===== src/hdl/fmtc_pkg.sv =====
// Overview of operation
// (RULE_01) Two-byte drive status query returns status register 3; no interrupt.
// (RULE_02) Hardware or software reset returns every mode setting to its default.
// (RULE_03) Motor timer scale 0 selects the short timer scale, 1 the long one.
// (RULE_04) Low power field: 00 off, 01 after unload plus 500 ms, 10 now.
// (RULE_05) Index field omit set drops the index address mark when formatting.
// (RULE_06) Implied seek flag of a command acts only when implied seek is enabled.
// (RULE_07) Extended track range gives 12-bit tracks, top nibble in head byte.
// (RULE_08) Scan treats FF as wildcard unless scan wildcard disable is set.
// (RULE_09) Head settle after implied seek is N times 4 ms, doubled at 250 kb/s.
// (RULE_10) Pump pulse enable routes charge pump corrections to the pump/precomp pin.
// (RULE_11) Read gate test enable makes the disk change pin an external read gate.
// (RULE_12) Track command read: result is the selected track byte, third byte ignored.
// (RULE_13) Track command write: third byte stored and echoed as the result.
// (RULE_14) Second byte bits 1..0 pick drive, bit 2 picks low or high track byte.
// (RULE_15) Host keeps byte select at 0 when extended track range is off.
// (RULE_16) Track command raises no interrupt.
// (RULE_17) Undefined command goes straight to result phase with status zero 80h.
// (RULE_18) Undefined command sets main status bits 6 and 7; no interrupt.
// (RULE_19) Only the interrupt status query clears a pending seek interrupt.
`default_nettype none

package fmtc_pkg;

   // ==========================================================
   // Command opcodes
   localparam logic [7:0] OPC_MODE = 8'h01;
   localparam logic [7:0] OPC_SENSE_DRIVE = 8'h04;
   localparam logic [7:0] OPC_SENSE_INT = 8'h08;
   localparam logic [6:0] OPC_SET_TRACK = 7'h21;
   localparam int SET_TRACK_RW_BIT = 6;
   localparam logic [7:0] ST0_INVALID = 8'h80;

   // ==========================================================
   // Argument counts per command
   localparam logic [1:0] ARGS_SENSE_DRIVE = 2'h1;
   localparam logic [1:0] ARGS_SET_TRACK = 2'h2;
   localparam logic [1:0] ARGS_MODE = 2'h3;

   // ==========================================================
   // Mode argument byte 1 fields
   localparam int MODE1_TIMER_SCALE = 0;
   localparam int MODE1_INDEX_OMIT = 1;
   localparam int MODE1_IMPLIED_SEEK = 2;
   localparam int MODE1_LOW_POWER_LSB = 4;
   // Mode argument byte 2 fields
   localparam int MODE2_EXT_TRACK = 0;
   localparam int MODE2_WILDCARD_DIS = 1;
   localparam int MODE2_SETTLE_LSB = 4;
   // Mode argument byte 3 fields
   localparam int MODE3_PUMP_PULSE = 0;
   localparam int MODE3_READ_GATE = 1;

   // ==========================================================
   // Track register select fields
   localparam int TRK_DRIVE_LSB = 0;
   localparam int TRK_BYTE_SEL = 2;

   // ==========================================================
   // Low power policy codes and mode defaults
   localparam logic [1:0] LP_OFF = 2'h0;
   localparam logic [1:0] LP_AFTER_UNLOAD = 2'h1;
   localparam logic [1:0] LP_NOW = 2'h2;
   localparam logic [1:0] LP_DEFAULT = LP_OFF;
   localparam logic [3:0] SETTLE_DEFAULT = 4'h0;

   // ==========================================================
   // Timing
   localparam int CLK_PERIOD_NS = 8;
   localparam int SETTLE_UNIT_MS = 4;
   localparam int LOW_POWER_DELAY_MS = 500;
   localparam int SETTLE_UNIT_CYCLES = SETTLE_UNIT_MS * 1000000 / CLK_PERIOD_NS;
   localparam int LOW_POWER_CYCLES = LOW_POWER_DELAY_MS * 1000000 / CLK_PERIOD_NS;

   // ==========================================================
   // Command sequencer states
   typedef enum logic [3:0]
   {
      ST_IDLE = 4'b0001,
      ST_ARG = 4'b0010,
      ST_LOOK = 4'b0100,
      ST_RESULT = 4'b1000
   } fmtc_state_type;

   typedef enum logic [1:0]
   {
      CMD_SENSE_DRIVE = 2'h0,
      CMD_MODE = 2'h1,
      CMD_SET_TRACK = 2'h2
   } fmtc_cmd_type;

endpackage : fmtc_pkg

`default_nettype wire


===== src/hdl/fmtc_core.sv =====
`default_nettype none

module fmtc_core
   import fmtc_pkg::*;
#(
   parameter int SettleUnitCycles = SETTLE_UNIT_CYCLES,
   parameter int LowPowerCycles = LOW_POWER_CYCLES
)
(
   // Clock and reset
   input wire logic clk_sys,
   input wire logic rst,
   input wire logic softReset,
   // Command and result port
   input wire logic cmdWrite,
   input wire logic [7:0] cmdByte,
   input wire logic resultRead,
   output logic [7:0] resultByte_q,
   output logic msrRqm_q,
   output logic msrDio_q,
   output logic msrBusy_q,
   // Status sources and seek interrupt
   input wire logic [7:0] driveStatus3,
   input wire logic [7:0] seekStatus0,
   input wire logic seekDone,
   output logic irq_q,
   // Mode settings
   output logic motorTimerScale_q,
   output logic [1:0] lowPowerPolicy_q,
   output logic indexFieldOmit_q,
   output logic impliedSeekEnable_q,
   output logic extendedTrackRange_q,
   output logic scanWildcardDisable_q,
   output logic pumpPulseOutputEnable_q,
   output logic readGateTestEnable_q,
   // Implied seek and head settle
   input wire logic cmdImpliedSeekFlag,
   input wire logic impliedSeekDone,
   input wire logic rate250,
   output logic seekFirst_q,
   output logic settleBusy_q,
   // Low power
   input wire logic headUnloadExpired,
   output logic lowPowerActive_q,
   // Shared pins
   input wire logic pumpCorrection,
   input wire logic precompEnable,
   input wire logic diskChangePin,
   input wire logic internalReadGate,
   output logic pumpPrecompPin_q,
   output logic readGate_q,
   output logic diskChange_q
);

   // ==========================================================
   // Command sequencer
   fmtc_state_type state_q, state_d;
   fmtc_cmd_type cmd_q, cmd_d;
   logic [1:0] argLeft_q, argLeft_d;
   logic [1:0] argIdx_q, argIdx_d;
   logic trackWrite_q, trackWrite_d;
   logic [2:0] trackSel_q, trackSel_d;
   logic [7:0] modeByte1_q, modeByte1_d;
   logic [7:0] modeByte2_q, modeByte2_d;
   logic [7:0] result_d;
   logic irq_d;
   logic modeLoad, memWrEn, anyReset;
   logic [7:0] memRdData;
   logic [3:0] settleN_q, settleN_d;

   assign anyReset = rst | softReset;

   always_comb
   begin
      state_d = state_q;
      cmd_d = cmd_q;
      argLeft_d = argLeft_q;
      argIdx_d = argIdx_q;
      trackWrite_d = trackWrite_q;
      trackSel_d = trackSel_q;
      modeByte1_d = modeByte1_q;
      modeByte2_d = modeByte2_q;
      result_d = resultByte_q;
      irq_d = irq_q;
      modeLoad = 1'b0;
      memWrEn = 1'b0;
      unique case (state_q)
         ST_IDLE:
         begin
            if (cmdWrite)
            begin
               argIdx_d = 2'h0;
               if (cmdByte == OPC_SENSE_DRIVE)
               begin
                  cmd_d = CMD_SENSE_DRIVE;
                  argLeft_d = ARGS_SENSE_DRIVE;
                  state_d = ST_ARG;
               end
               else if (cmdByte == OPC_MODE)
               begin
                  cmd_d = CMD_MODE;
                  argLeft_d = ARGS_MODE;
                  state_d = ST_ARG;
               end
               else if ({cmdByte[7], cmdByte[5:0]} == OPC_SET_TRACK)
               begin
                  cmd_d = CMD_SET_TRACK;
                  argLeft_d = ARGS_SET_TRACK;
                  trackWrite_d = cmdByte[SET_TRACK_RW_BIT];
                  state_d = ST_ARG;
               end
               else if (cmdByte == OPC_SENSE_INT && irq_q)
               begin
                  irq_d = 1'b0; // RULE_19
                  result_d = seekStatus0;
                  state_d = ST_RESULT;
               end
               else
               begin
                  // A status query with nothing pending is treated as undefined too.
                  result_d = ST0_INVALID; // RULE_17
                  state_d = ST_RESULT;
               end
            end
         end
         ST_ARG:
         begin
            if (cmdWrite)
            begin
               argIdx_d = argIdx_q + 2'h1;
               argLeft_d = argLeft_q - 2'h1;
               unique case (cmd_q)
                  CMD_SENSE_DRIVE:
                  begin
                     result_d = driveStatus3; // RULE_01
                     state_d = ST_RESULT;
                  end
                  CMD_MODE:
                  begin
                     if (argLeft_q == 2'h1)
                     begin
                        modeLoad = 1'b1;
                        state_d = ST_IDLE;
                     end
                     else if (argIdx_q == 2'h0)
                     begin
                        modeByte1_d = cmdByte;
                     end
                     else
                     begin
                        modeByte2_d = cmdByte;
                     end
                  end
                  CMD_SET_TRACK: // RULE_16
                  begin
                     if (argIdx_q == 2'h0)
                     begin
                        trackSel_d = cmdByte[2:0]; // RULE_14
                     end
                     else if (trackWrite_q)
                     begin
                        memWrEn = 1'b1; // RULE_13
                        result_d = cmdByte;
                        state_d = ST_RESULT;
                     end
                     else
                     begin
                        state_d = ST_LOOK; // RULE_12
                     end
                  end
                  default:
                  begin
                     state_d = ST_IDLE;
                  end
               endcase
            end
         end
         ST_LOOK:
         begin
            result_d = memRdData; // RULE_12
            state_d = ST_RESULT;
         end
         ST_RESULT:
         begin
            if (resultRead)
            begin
               state_d = ST_IDLE;
            end
         end
      endcase
      // A seek ending in the same cycle as the clearing query still leaves it pending.
      if (seekDone)
      begin
         irq_d = 1'b1; // RULE_19
      end
   end

   always_ff @(posedge clk_sys)
   begin
      if (anyReset)
      begin
         state_q <= ST_IDLE;
         cmd_q <= CMD_SENSE_DRIVE;
         argLeft_q <= 2'h0;
         argIdx_q <= 2'h0;
         trackWrite_q <= 1'b0;
         trackSel_q <= 3'h0;
         modeByte1_q <= 8'h00;
         modeByte2_q <= 8'h00;
         resultByte_q <= 8'h00;
         irq_q <= 1'b0;
         msrRqm_q <= 1'b1;
         msrDio_q <= 1'b0;
         msrBusy_q <= 1'b0;
      end
      else
      begin
         state_q <= state_d;
         cmd_q <= cmd_d;
         argLeft_q <= argLeft_d;
         argIdx_q <= argIdx_d;
         trackWrite_q <= trackWrite_d;
         trackSel_q <= trackSel_d;
         modeByte1_q <= modeByte1_d;
         modeByte2_q <= modeByte2_d;
         resultByte_q <= result_d;
         irq_q <= irq_d;
         msrRqm_q <= (state_d != ST_LOOK); // RULE_18
         msrDio_q <= (state_d == ST_RESULT); // RULE_18
         msrBusy_q <= (state_d != ST_IDLE);
      end
   end

   fmtc_track_mem trackMem
   (
      .clk_sys(clk_sys),
      .wrEn(memWrEn),
      .wrAddr(trackSel_q),
      .wrData(cmdByte),
      .rdAddr(trackSel_q),
      .rdData_q(memRdData)
   );

   // ==========================================================
   // Mode settings, loaded together when the last mode byte arrives
   always_ff @(posedge clk_sys)
   begin
      if (anyReset)
      begin
         motorTimerScale_q <= 1'b0; // RULE_02
         lowPowerPolicy_q <= LP_DEFAULT;
         indexFieldOmit_q <= 1'b0;
         impliedSeekEnable_q <= 1'b0;
         extendedTrackRange_q <= 1'b0;
         scanWildcardDisable_q <= 1'b0;
         settleN_q <= SETTLE_DEFAULT;
         pumpPulseOutputEnable_q <= 1'b0;
         readGateTestEnable_q <= 1'b0;
      end
      else if (modeLoad)
      begin
         motorTimerScale_q <= modeByte1_q[MODE1_TIMER_SCALE]; // RULE_03
         lowPowerPolicy_q <= modeByte1_q[MODE1_LOW_POWER_LSB +: 2]; // RULE_04
         indexFieldOmit_q <= modeByte1_q[MODE1_INDEX_OMIT]; // RULE_05
         impliedSeekEnable_q <= modeByte1_q[MODE1_IMPLIED_SEEK]; // RULE_06
         extendedTrackRange_q <= modeByte2_q[MODE2_EXT_TRACK]; // RULE_07
         scanWildcardDisable_q <= modeByte2_q[MODE2_WILDCARD_DIS]; // RULE_08
         settleN_q <= modeByte2_q[MODE2_SETTLE_LSB +: 4]; // RULE_09
         pumpPulseOutputEnable_q <= cmdByte[MODE3_PUMP_PULSE]; // RULE_10
         readGateTestEnable_q <= cmdByte[MODE3_READ_GATE]; // RULE_11
      end
   end

   // ==========================================================
   // Head settle timer, counted in 4 ms units
   logic [4:0] settleUnits_q, settleUnits_d;
   logic [31:0] settleCnt_q, settleCnt_d;
   logic settleBusy_d;

   always_comb
   begin
      settleUnits_d = settleUnits_q;
      settleCnt_d = settleCnt_q;
      settleBusy_d = settleBusy_q;
      if (impliedSeekDone)
      begin
         settleUnits_d = rate250 ? {settleN_q, 1'b0} : {1'b0, settleN_q}; // RULE_09
         settleCnt_d = 32'h0;
         settleBusy_d = (settleN_q != 4'h0);
      end
      else if (settleBusy_q)
      begin
         if (settleCnt_q == 32'(SettleUnitCycles - 1))
         begin
            settleCnt_d = 32'h0;
            settleUnits_d = settleUnits_q - 5'h01;
            settleBusy_d = (settleUnits_q != 5'h01);
         end
         else
         begin
            settleCnt_d = settleCnt_q + 32'h1;
         end
      end
   end

   // ==========================================================
   // Low power entry; any new command wakes the controller.
   logic [31:0] lpCnt_q, lpCnt_d;
   logic lpArmed_q, lpArmed_d;
   logic lowPower_d;

   always_comb
   begin
      lpCnt_d = lpCnt_q;
      lpArmed_d = lpArmed_q;
      lowPower_d = lowPowerActive_q;
      if (cmdWrite || lowPowerPolicy_q == LP_OFF)
      begin
         lpArmed_d = 1'b0;
         lowPower_d = 1'b0;
      end
      else if (lowPowerPolicy_q == LP_NOW)
      begin
         lowPower_d = 1'b1; // RULE_04
      end
      else if (lowPowerPolicy_q == LP_AFTER_UNLOAD)
      begin
         if (headUnloadExpired && !lowPowerActive_q)
         begin
            lpArmed_d = 1'b1;
            lpCnt_d = 32'h0;
         end
         else if (lpArmed_q)
         begin
            lpCnt_d = lpCnt_q + 32'h1;
            if (lpCnt_q == 32'(LowPowerCycles - 1))
            begin
               lpArmed_d = 1'b0;
               lowPower_d = 1'b1; // RULE_04
            end
         end
      end
   end

   always_ff @(posedge clk_sys)
   begin
      if (anyReset)
      begin
         settleUnits_q <= 5'h00;
         settleCnt_q <= 32'h0;
         settleBusy_q <= 1'b0;
         lpCnt_q <= 32'h0;
         lpArmed_q <= 1'b0;
         lowPowerActive_q <= 1'b0;
         seekFirst_q <= 1'b0;
         pumpPrecompPin_q <= 1'b0;
         readGate_q <= 1'b0;
         diskChange_q <= 1'b0;
      end
      else
      begin
         settleUnits_q <= settleUnits_d;
         settleCnt_q <= settleCnt_d;
         settleBusy_q <= settleBusy_d;
         lpCnt_q <= lpCnt_d;
         lpArmed_q <= lpArmed_d;
         lowPowerActive_q <= lowPower_d;
         seekFirst_q <= cmdImpliedSeekFlag & impliedSeekEnable_q; // RULE_06
         pumpPrecompPin_q <= pumpPulseOutputEnable_q ? pumpCorrection : precompEnable; // RULE_10
         readGate_q <= readGateTestEnable_q ? diskChangePin : internalReadGate; // RULE_11
         diskChange_q <= readGateTestEnable_q ? 1'b0 : diskChangePin; // RULE_11
      end
   end
endmodule // fmtc_core

`default_nettype wire


===== src/hdl/fmtc_track_mem.sv =====
`default_nettype none

// ==========================================================
// Present track registers: low and high byte for each of four drives.
module fmtc_track_mem
(
   // Clock
   input wire logic clk_sys,
   // Write port
   input wire logic wrEn,
   input wire logic [2:0] wrAddr,
   input wire logic [7:0] wrData,
   // Read port, data registered
   input wire logic [2:0] rdAddr,
   output logic [7:0] rdData_q
);

   logic [7:0] mem [0:7];

   // Contents are not reset; the head position is unknown until the host sets it.
   always_ff @(posedge clk_sys)
   begin
      if (wrEn)
      begin
         mem[wrAddr] <= wrData;
      end
      rdData_q <= mem[rdAddr];
   end

endmodule // fmtc_track_mem

`default_nettype wire

===== config.mk =====
export PLATFORM = sky130hd
export DESIGN_NAME = fmtc_core
export DESIGN_NICKNAME = d
export VERILOG_FILES = /design/src/hdl/fmtc_pkg.sv /design/src/hdl/fmtc_core.sv /design/src/hdl/fmtc_track_mem.sv
export SDC_FILE = /design/constraint.sdc
export NUM_CORES = 1
export LEC_CHECK = 0
export BUFFER_PORTS_ARGS = -buffer_cell sky130_fd_sc_hd__buf_2
export CORE_MARGIN = 5
export CORE_UTILIZATION = 65
export CTS_BUF_LIST = sky130_fd_sc_hd__clkbuf_2 sky130_fd_sc_hd__clkbuf_4 sky130_fd_sc_hd__clkbuf_8
export DETAILED_ROUTE_END_ITERATION = 8
export PLACE_DENSITY = 0.95
export SETUP_SLACK_MARGIN = 0.02
export SKIP_LAST_GASP = 1
export SLEW_MARGIN = 20
export SYNTH_ARGS = -nofsm -noshare
export SYNTH_HDL_FRONTEND = slang
export SYNTH_SLANG_ARGS = --single-unit
export TNS_END_PERCENT = 1

===== constraint.sdc =====
create_clock -name clk_sys -period 6.35 [get_ports clk_sys]
set_input_delay 0.3175 -clock clk_sys [delete_from_list [all_inputs] [get_ports clk_sys]]
set_output_delay 0.3175 -clock clk_sys [all_outputs]
set_load 0.01 [all_outputs]

== Word-level counts from Yosys, hierarchy flattened ==
Memories as Yosys holds them, arrays and structs flattened. A register that Yosys moved wholly into a read port is not among the register bits.
Cells that the tools add are included.

* Add/subtract/negate cells: 5
* Equality and inequality tests: 32
* Muxes and demuxes: 70
* Bitwise gates (word level): 8
* Reductions and logical operators: 36

{| class="wikitable"
|+ Operator list
! cell !! number
|-
| two-way mux 32 bit || 3
|-
| adder 32 x 1 -> 32 bit, second input constant || 2
|-
| two-way mux 8 bit || 8
|-
| two-way mux 4 bit || 9
|-
| equality test 32 x 19 -> 1 bit, second input constant || 1
|-
| equality test 32 x 26 -> 1 bit, second input constant || 1
|-
| two-way mux 1 bit || 31
|-
| one-hot mux 8 bit (3 select lines) || 1
|-
| two-way mux 5 bit || 4
|-
| nonzero test 2 bit || 10
|-
| two-way mux 2 bit || 9
|-
| inequality test 2 bit, second input constant || 9
|-
| one-hot mux 4 bit (4 select lines) || 1
|-
| one-hot mux 8 bit (2 select lines) || 1
|-
| AND reduction 4 bit || 4
|-
| AND reduction 5 bit || 3
|-
| one-hot mux 4 bit (3 select lines) || 1
|-
| AND reduction 9 bit || 1
|-
| equality test 4 bit, second input constant || 2
|-
| equality test 8 x 1 -> 1 bit, second input constant || 1
|-
| equality test 8 x 3 -> 1 bit, second input constant || 1
|-
| equality test 8 x 4 -> 1 bit, second input constant || 1
|-
| one-hot mux 2 bit (2 select lines) || 2
|-
| equality test 7 x 6 -> 1 bit, second input constant || 1
|-
| other kinds (27) || 44
|}

* Register bits: 129
* Memory bits (writable): 64
* Input port bits: 38
* Output and inout port bits: 27
* Memories kept: 1

{| class="wikitable"
|+ Memories
! memory !! words !! width !! read ports !! clocked after memory_dff !! write ports !! RTL line !! text
|-
| trackMem.mem || 8 || 8 || 1 || 1 || 1 || fmtc_track_mem.sv:18 || <nowiki>logic [7:0] mem [0:7];</nowiki>
|}

== Logic depth before layout (Yosys ltp) ==
* Word-level depth: 9
* Depth in mapped cells: 8
* Depth with buffers taken out: 7

== Modules after synthesis ==
From an unflattened synthesis, not the netlist that was laid out.

* Cells, all modules: 837
* Area, all modules: 8893.5 um2

{| class="wikitable"
|+ By module, submodules not included
! module !! instances !! cells each !! area an instance (um2) !! seq. area each (um2)
|-
| fmtc_core || 1 || 723 || 6202.2 || 2522.4
|-
| fmtc_track_mem || 1 || 114 || 2691.3 || 2082.0
|}

== Worst setup path before layout ==
Ideal clock, no wire load.

* Kind: register -> register
* Start point: reg state_q[0]
* End point: mem trackMem.mem[4][0] (enable)
* Setup time: 0.383 ns
* Arrival: 2.081 ns
* Data required time: 5.967 ns
* Path slack: 3.885 ns
* Stages on the path, launching flop included: 7
* Buffers on the path: 1
* Clock period less this slack: 2.465 ns
* Cells stage by stage: dfxtp_1 -> buf_2 -> nor4b_1 -> nand2_1 -> nor2_1 -> nand4_1 -> nor3_1

* Word-level cells in the longest chain between the ends: 4

{| class="wikitable"
|+ Ends and longest elaborated chain
! element !! RTL line !! text
|-
| start: declaration || fmtc_core.sv:57 || <nowiki>fmtc_state_type state_q, state_d;</nowiki>
|-
| start signal: assignment || fmtc_core.sv:218 || <nowiki>state_q <= state_d;</nowiki>
|-
| equality test 4 x 2 -> 1 bit || fmtc_core.sv:87 || <nowiki>unique case (state_q)</nowiki>
|-
| two-way mux 1 bit || fmtc_core.sv:87 ||
|-
| two-way mux 1 bit || fmtc_track_mem.sv:23 || <nowiki>if (wrEn)</nowiki>
|-
| two-way mux 1 bit (not written as such) || fmtc_track_mem.sv:25 || <nowiki>mem[wrAddr] <= wrData;</nowiki>
|-
| end: declaration || fmtc_track_mem.sv:18 ||
|}

No other way between the ends.

== Worst setup path in the final report ==
* Start point: reg state_q[1]
* End point: mem trackMem.mem[0][0] (enable)

The elaborated chain is that of the path after synthesis.

==> metrics.md <==
| Metric | Value |
|---|---|
| RePlAce Congestion | 0.942 |
| Pin count of the biggest net entering global routing | 55 |
| Drt via density | 6.38 |
| Hold buffer count at cts | 0 |
| Routed WL per cell | 18.9 µm |
| Largest cells by area after synthesis | dfxtp_1 30%, edfxtp_1 22%, nor2_1 4.6%, mux2i_1 4.0%, xnor2_1 3.2% |
| Multi-input gate area | 3950 µm² |
| Clock period minus worst slack | 3.38 ns |
| Synth Flop Type | dfxtp_1 |
| Startpoint types | flop |
| Slew Viols, Final | 0 |
| Hold WS | 0.0557 ns |
| Maximum number of buffers from clock root to sink | 2 |
| Top Ports | 65 |
| Seq. cell area | 4610 µm² |
| Syn-to-layout area delta | 9.73% |
| CP Max Fanout | 12 |
| Max Cap Violations | 0 |
| DRC violations left | 0 |
| 1st-iter DRT viols | 883 |
| Synth Register Bits | 198 |
| Dpl hpwl | 13500 µm |
| Reg2reg end | trackMem.mem[0][0] |
| Required time worst endpoint | 6.46 ns |
| Clk slew on worst S/H paths | 0.10 ns |
| FP Rows | 42 |
| CTS tree | yes |
| Die height | 126 µm |
| Die W | 126 µm |
| Post-Route Setup TNS | 0 ns |
| Average cell area after synthesis | 10.1 µm² |
| Worst Skew | 0.0156 ns |
| Slew margin rel. | 26.4% |
| Final setup violation count | 0 |
| Starting Density | 66.4% |
| Post-cts resize count | 0 |
| Synth Cell Area | 8800 µm² |
| Worst-skew pair later-pin latency | 0.49 ns |
| Drt pass-1 iters | 7 |
| Fraction of layout cells with a size suffix above 1 | 14.8% |
| Synth Net Count | 917 |
| Crit path DAT | 3.49 ns |
| Worst vdd ir | 0.173 mV |
| Final cell count without fillers | 1102 |
| Design area | 9660 µm² |
| Post-synth top area cell | dfxtp_1 |
| Critical R2R Launch | state_q[1] |
| Fmax | 0.296 GHz |
| Root buffer cell | clkbuf_8 |
| Diodes inserted | 0 |
| Vias | 7036 |
| Nets | 962 |
| Final Cycle Share | 53.2% |
| Total CTS buffers | 17 |
| Fillers | 872 |
| Synth cell types | 63 |
| Final Hold Viols | 0 |
| Slew at the pin closest to its max-slew limit | 1.10 ns |
| Vias in the first global route | 6774 |
| GRT Total Usage | 26.1% |
| Syn. warnings | 0 |
| Area post-placement | 9210 µm² |
| Leakage power | 0.00343 µW |
| Post-synthesis sequential area ratio | 52.3% |
| Initial antenna violation count | 0 |
| Critical Path End Type | flop |
| Hold path depth | 2 |
| Flop2flop setup slack | 2.97 ns |
| Final wirelength | 20800 µm |
| Synth top area share | 30.5% |
| Pwr/cell area | 237 nW/µm² |
| CTS Sinks | 198 |
| Global-route wire length before repair | 33600 µm |
| Min-delay src | cmdImpliedSeekFlag |
| Number of synthesized flops with an enable pin | 64 |
| Postcts setup bufs | 0 |
| Reg2reg path depth | 5 |
| Synthesized instance count | 868 |
| IO buf count | 64 |
| Die footprint | 16000 µm² |
| Setup repair after global routing missed its margin | false |
| Async SR Flop Fraction | 0% |
| Min-Delay Path Class | in -> reg |
| Worst setup path startpoint | state_q[1] |
| # H-tree levels | 4 |
| Outcome | completed |
| Placed cell count | 1070 |
| WS Path Type | reg -> reg |
| Grt ovf | 0 |
| Antenna Nets Post-Route | 0 |
| Core box area | 13200 µm² |
| Worst Hold Path EP | seekFirst_q |
[kinds of logic after synthesis]
| logic type | synth area share [%] |
|---|---|
| compound gates | 10.4 |
| flops | 52.3 |
| fa+ha+maj | 1.56 |
| buf+inv | 2.86 |
| simple gates | 20.7 |
| mux | 6.92 |
| xor+xnor | 5.18 |
[cells in the final DEF, fill, tap and decap left out, drive strengths merged, types with 23 or more instances in the layout]
cell type	netlist	final
nor4	26	26
o21ai	23	23
buf	10	67
nand4	23	23
nand2	60	60
nand3	32	32
nor2	109	109
mux2i	35	35
inv	24	28
xnor2	32	32
dfxtp	134	134
edfxtp	64	64
a21oi	51	51
[cell usage after synthesis (all sizes together) (3+ instances only)]
| cell type | count |
|---|---|
| mux2 | 11 |
| or2 | 8 |
| inv | 24 |
| mux2i | 35 |
| a22oi | 7 |
| o41ai | 3 |
| edfxtp | 64 |
| and4 | 5 |
| a21oi | 51 |
| nor2b | 10 |
| and3 | 13 |
| clkbuf | 31 |
| nand2 | 60 |
| mux4 | 6 |
| nor4b | 9 |
| or3b | 3 |
| a211oi | 5 |
| xnor2 | 32 |
| and2 | 5 |
| nand2b | 6 |
| o2111ai | 3 |
| xor2 | 20 |
| dfxtp | 134 |
| nor3 | 13 |
| ha | 11 |
| a221oi | 9 |
| o31ai | 4 |
| nand3 | 32 |
| nor4 | 26 |
| or3 | 12 |
| nand4 | 23 |
| o21ai | 23 |
| nor2 | 109 |
| a311oi | 8 |
| buf | 10 |
| a31oi | 4 |
| or4 | 5 |
| nor4bb | 3 |
[final cells by class]
type                            instances  area share, %
Timing Repair Buffer                   67           3.55
Clock inverter                         14           2.02
Sequential cell                       198           47.7
Inverter                               24          0.933
Multi-Input combinational cell        605           40.9
Clock buffer                           18           2.57
Tap cell                              176           2.28
[stage by stage]
stage,power (µW),setup slack [ns],utilization [%]
2_1_floorplan,1380,3.89,-
3_3_place_gp,1420,3.36,69.5
3_5_place_dp,1420,3.17,69.5
4_1_cts,2290,3.15,72.9
5_1_grt,2350,2.82,72.9
6_report,2290,2.97,72.9
[sequential cells by signal, summed over array words and instances (netlist names), 3 cells and up]
register           flops
resultByte_q           8
settleUnits_q          5
state_q                4
settleCnt_q           32
modeByte1_q            5
trackMem.mem          64
settleN_q              4
trackMem.rdData_q      8
lpCnt_q               32
trackSel_q             3
modeByte2_q            6
[where the power goes]
group          total [µW]  switching, µW  internal, µW
Combinational        77.6           52.8          24.7
Sequential           1310           4.15          1310
Clock                 896            452           444
[routing by layer]
layer / track usage [%] / up-vias / wire, µm
li1: - / 3256 / -
met1: 33.7 / 3336 / 8420
met2: 42.0 / 364 / 9880
met3: 6.81 / 80 / 1770
met4: 10.5 / 0 / 728
met5: 0 / - / 0
[critical path, cell delays in order (launching register included)]
cell and delay (ns):
dfxtp_1 0.57, nor4b_1 0.77, nand2_1 0.24, nor2_1 0.29, nand4_1 0.23, nor3_1 0.91
[worst max-delay path by stage]
| stage | endpoint | slack, ns | cells after the start |
|---|---|---|---|
| 2_1_floorplan | trackMem.mem[4][0] | 3.89 | 6 |
| 3_3_place_gp | trackMem.mem[4][6] | 3.36 | 5 |
| 3_5_place_dp | trackMem.mem[0][0] | 3.17 | 5 |
| 5_1_grt | trackMem.mem[0][2] | 2.82 | 5 |
| 6_report | trackMem.mem[0][0] | 2.97 | 5 |
| 4_1_cts | trackMem.mem[0][0] | 3.15 | 5 |
(Power assumes the default switching activity.)
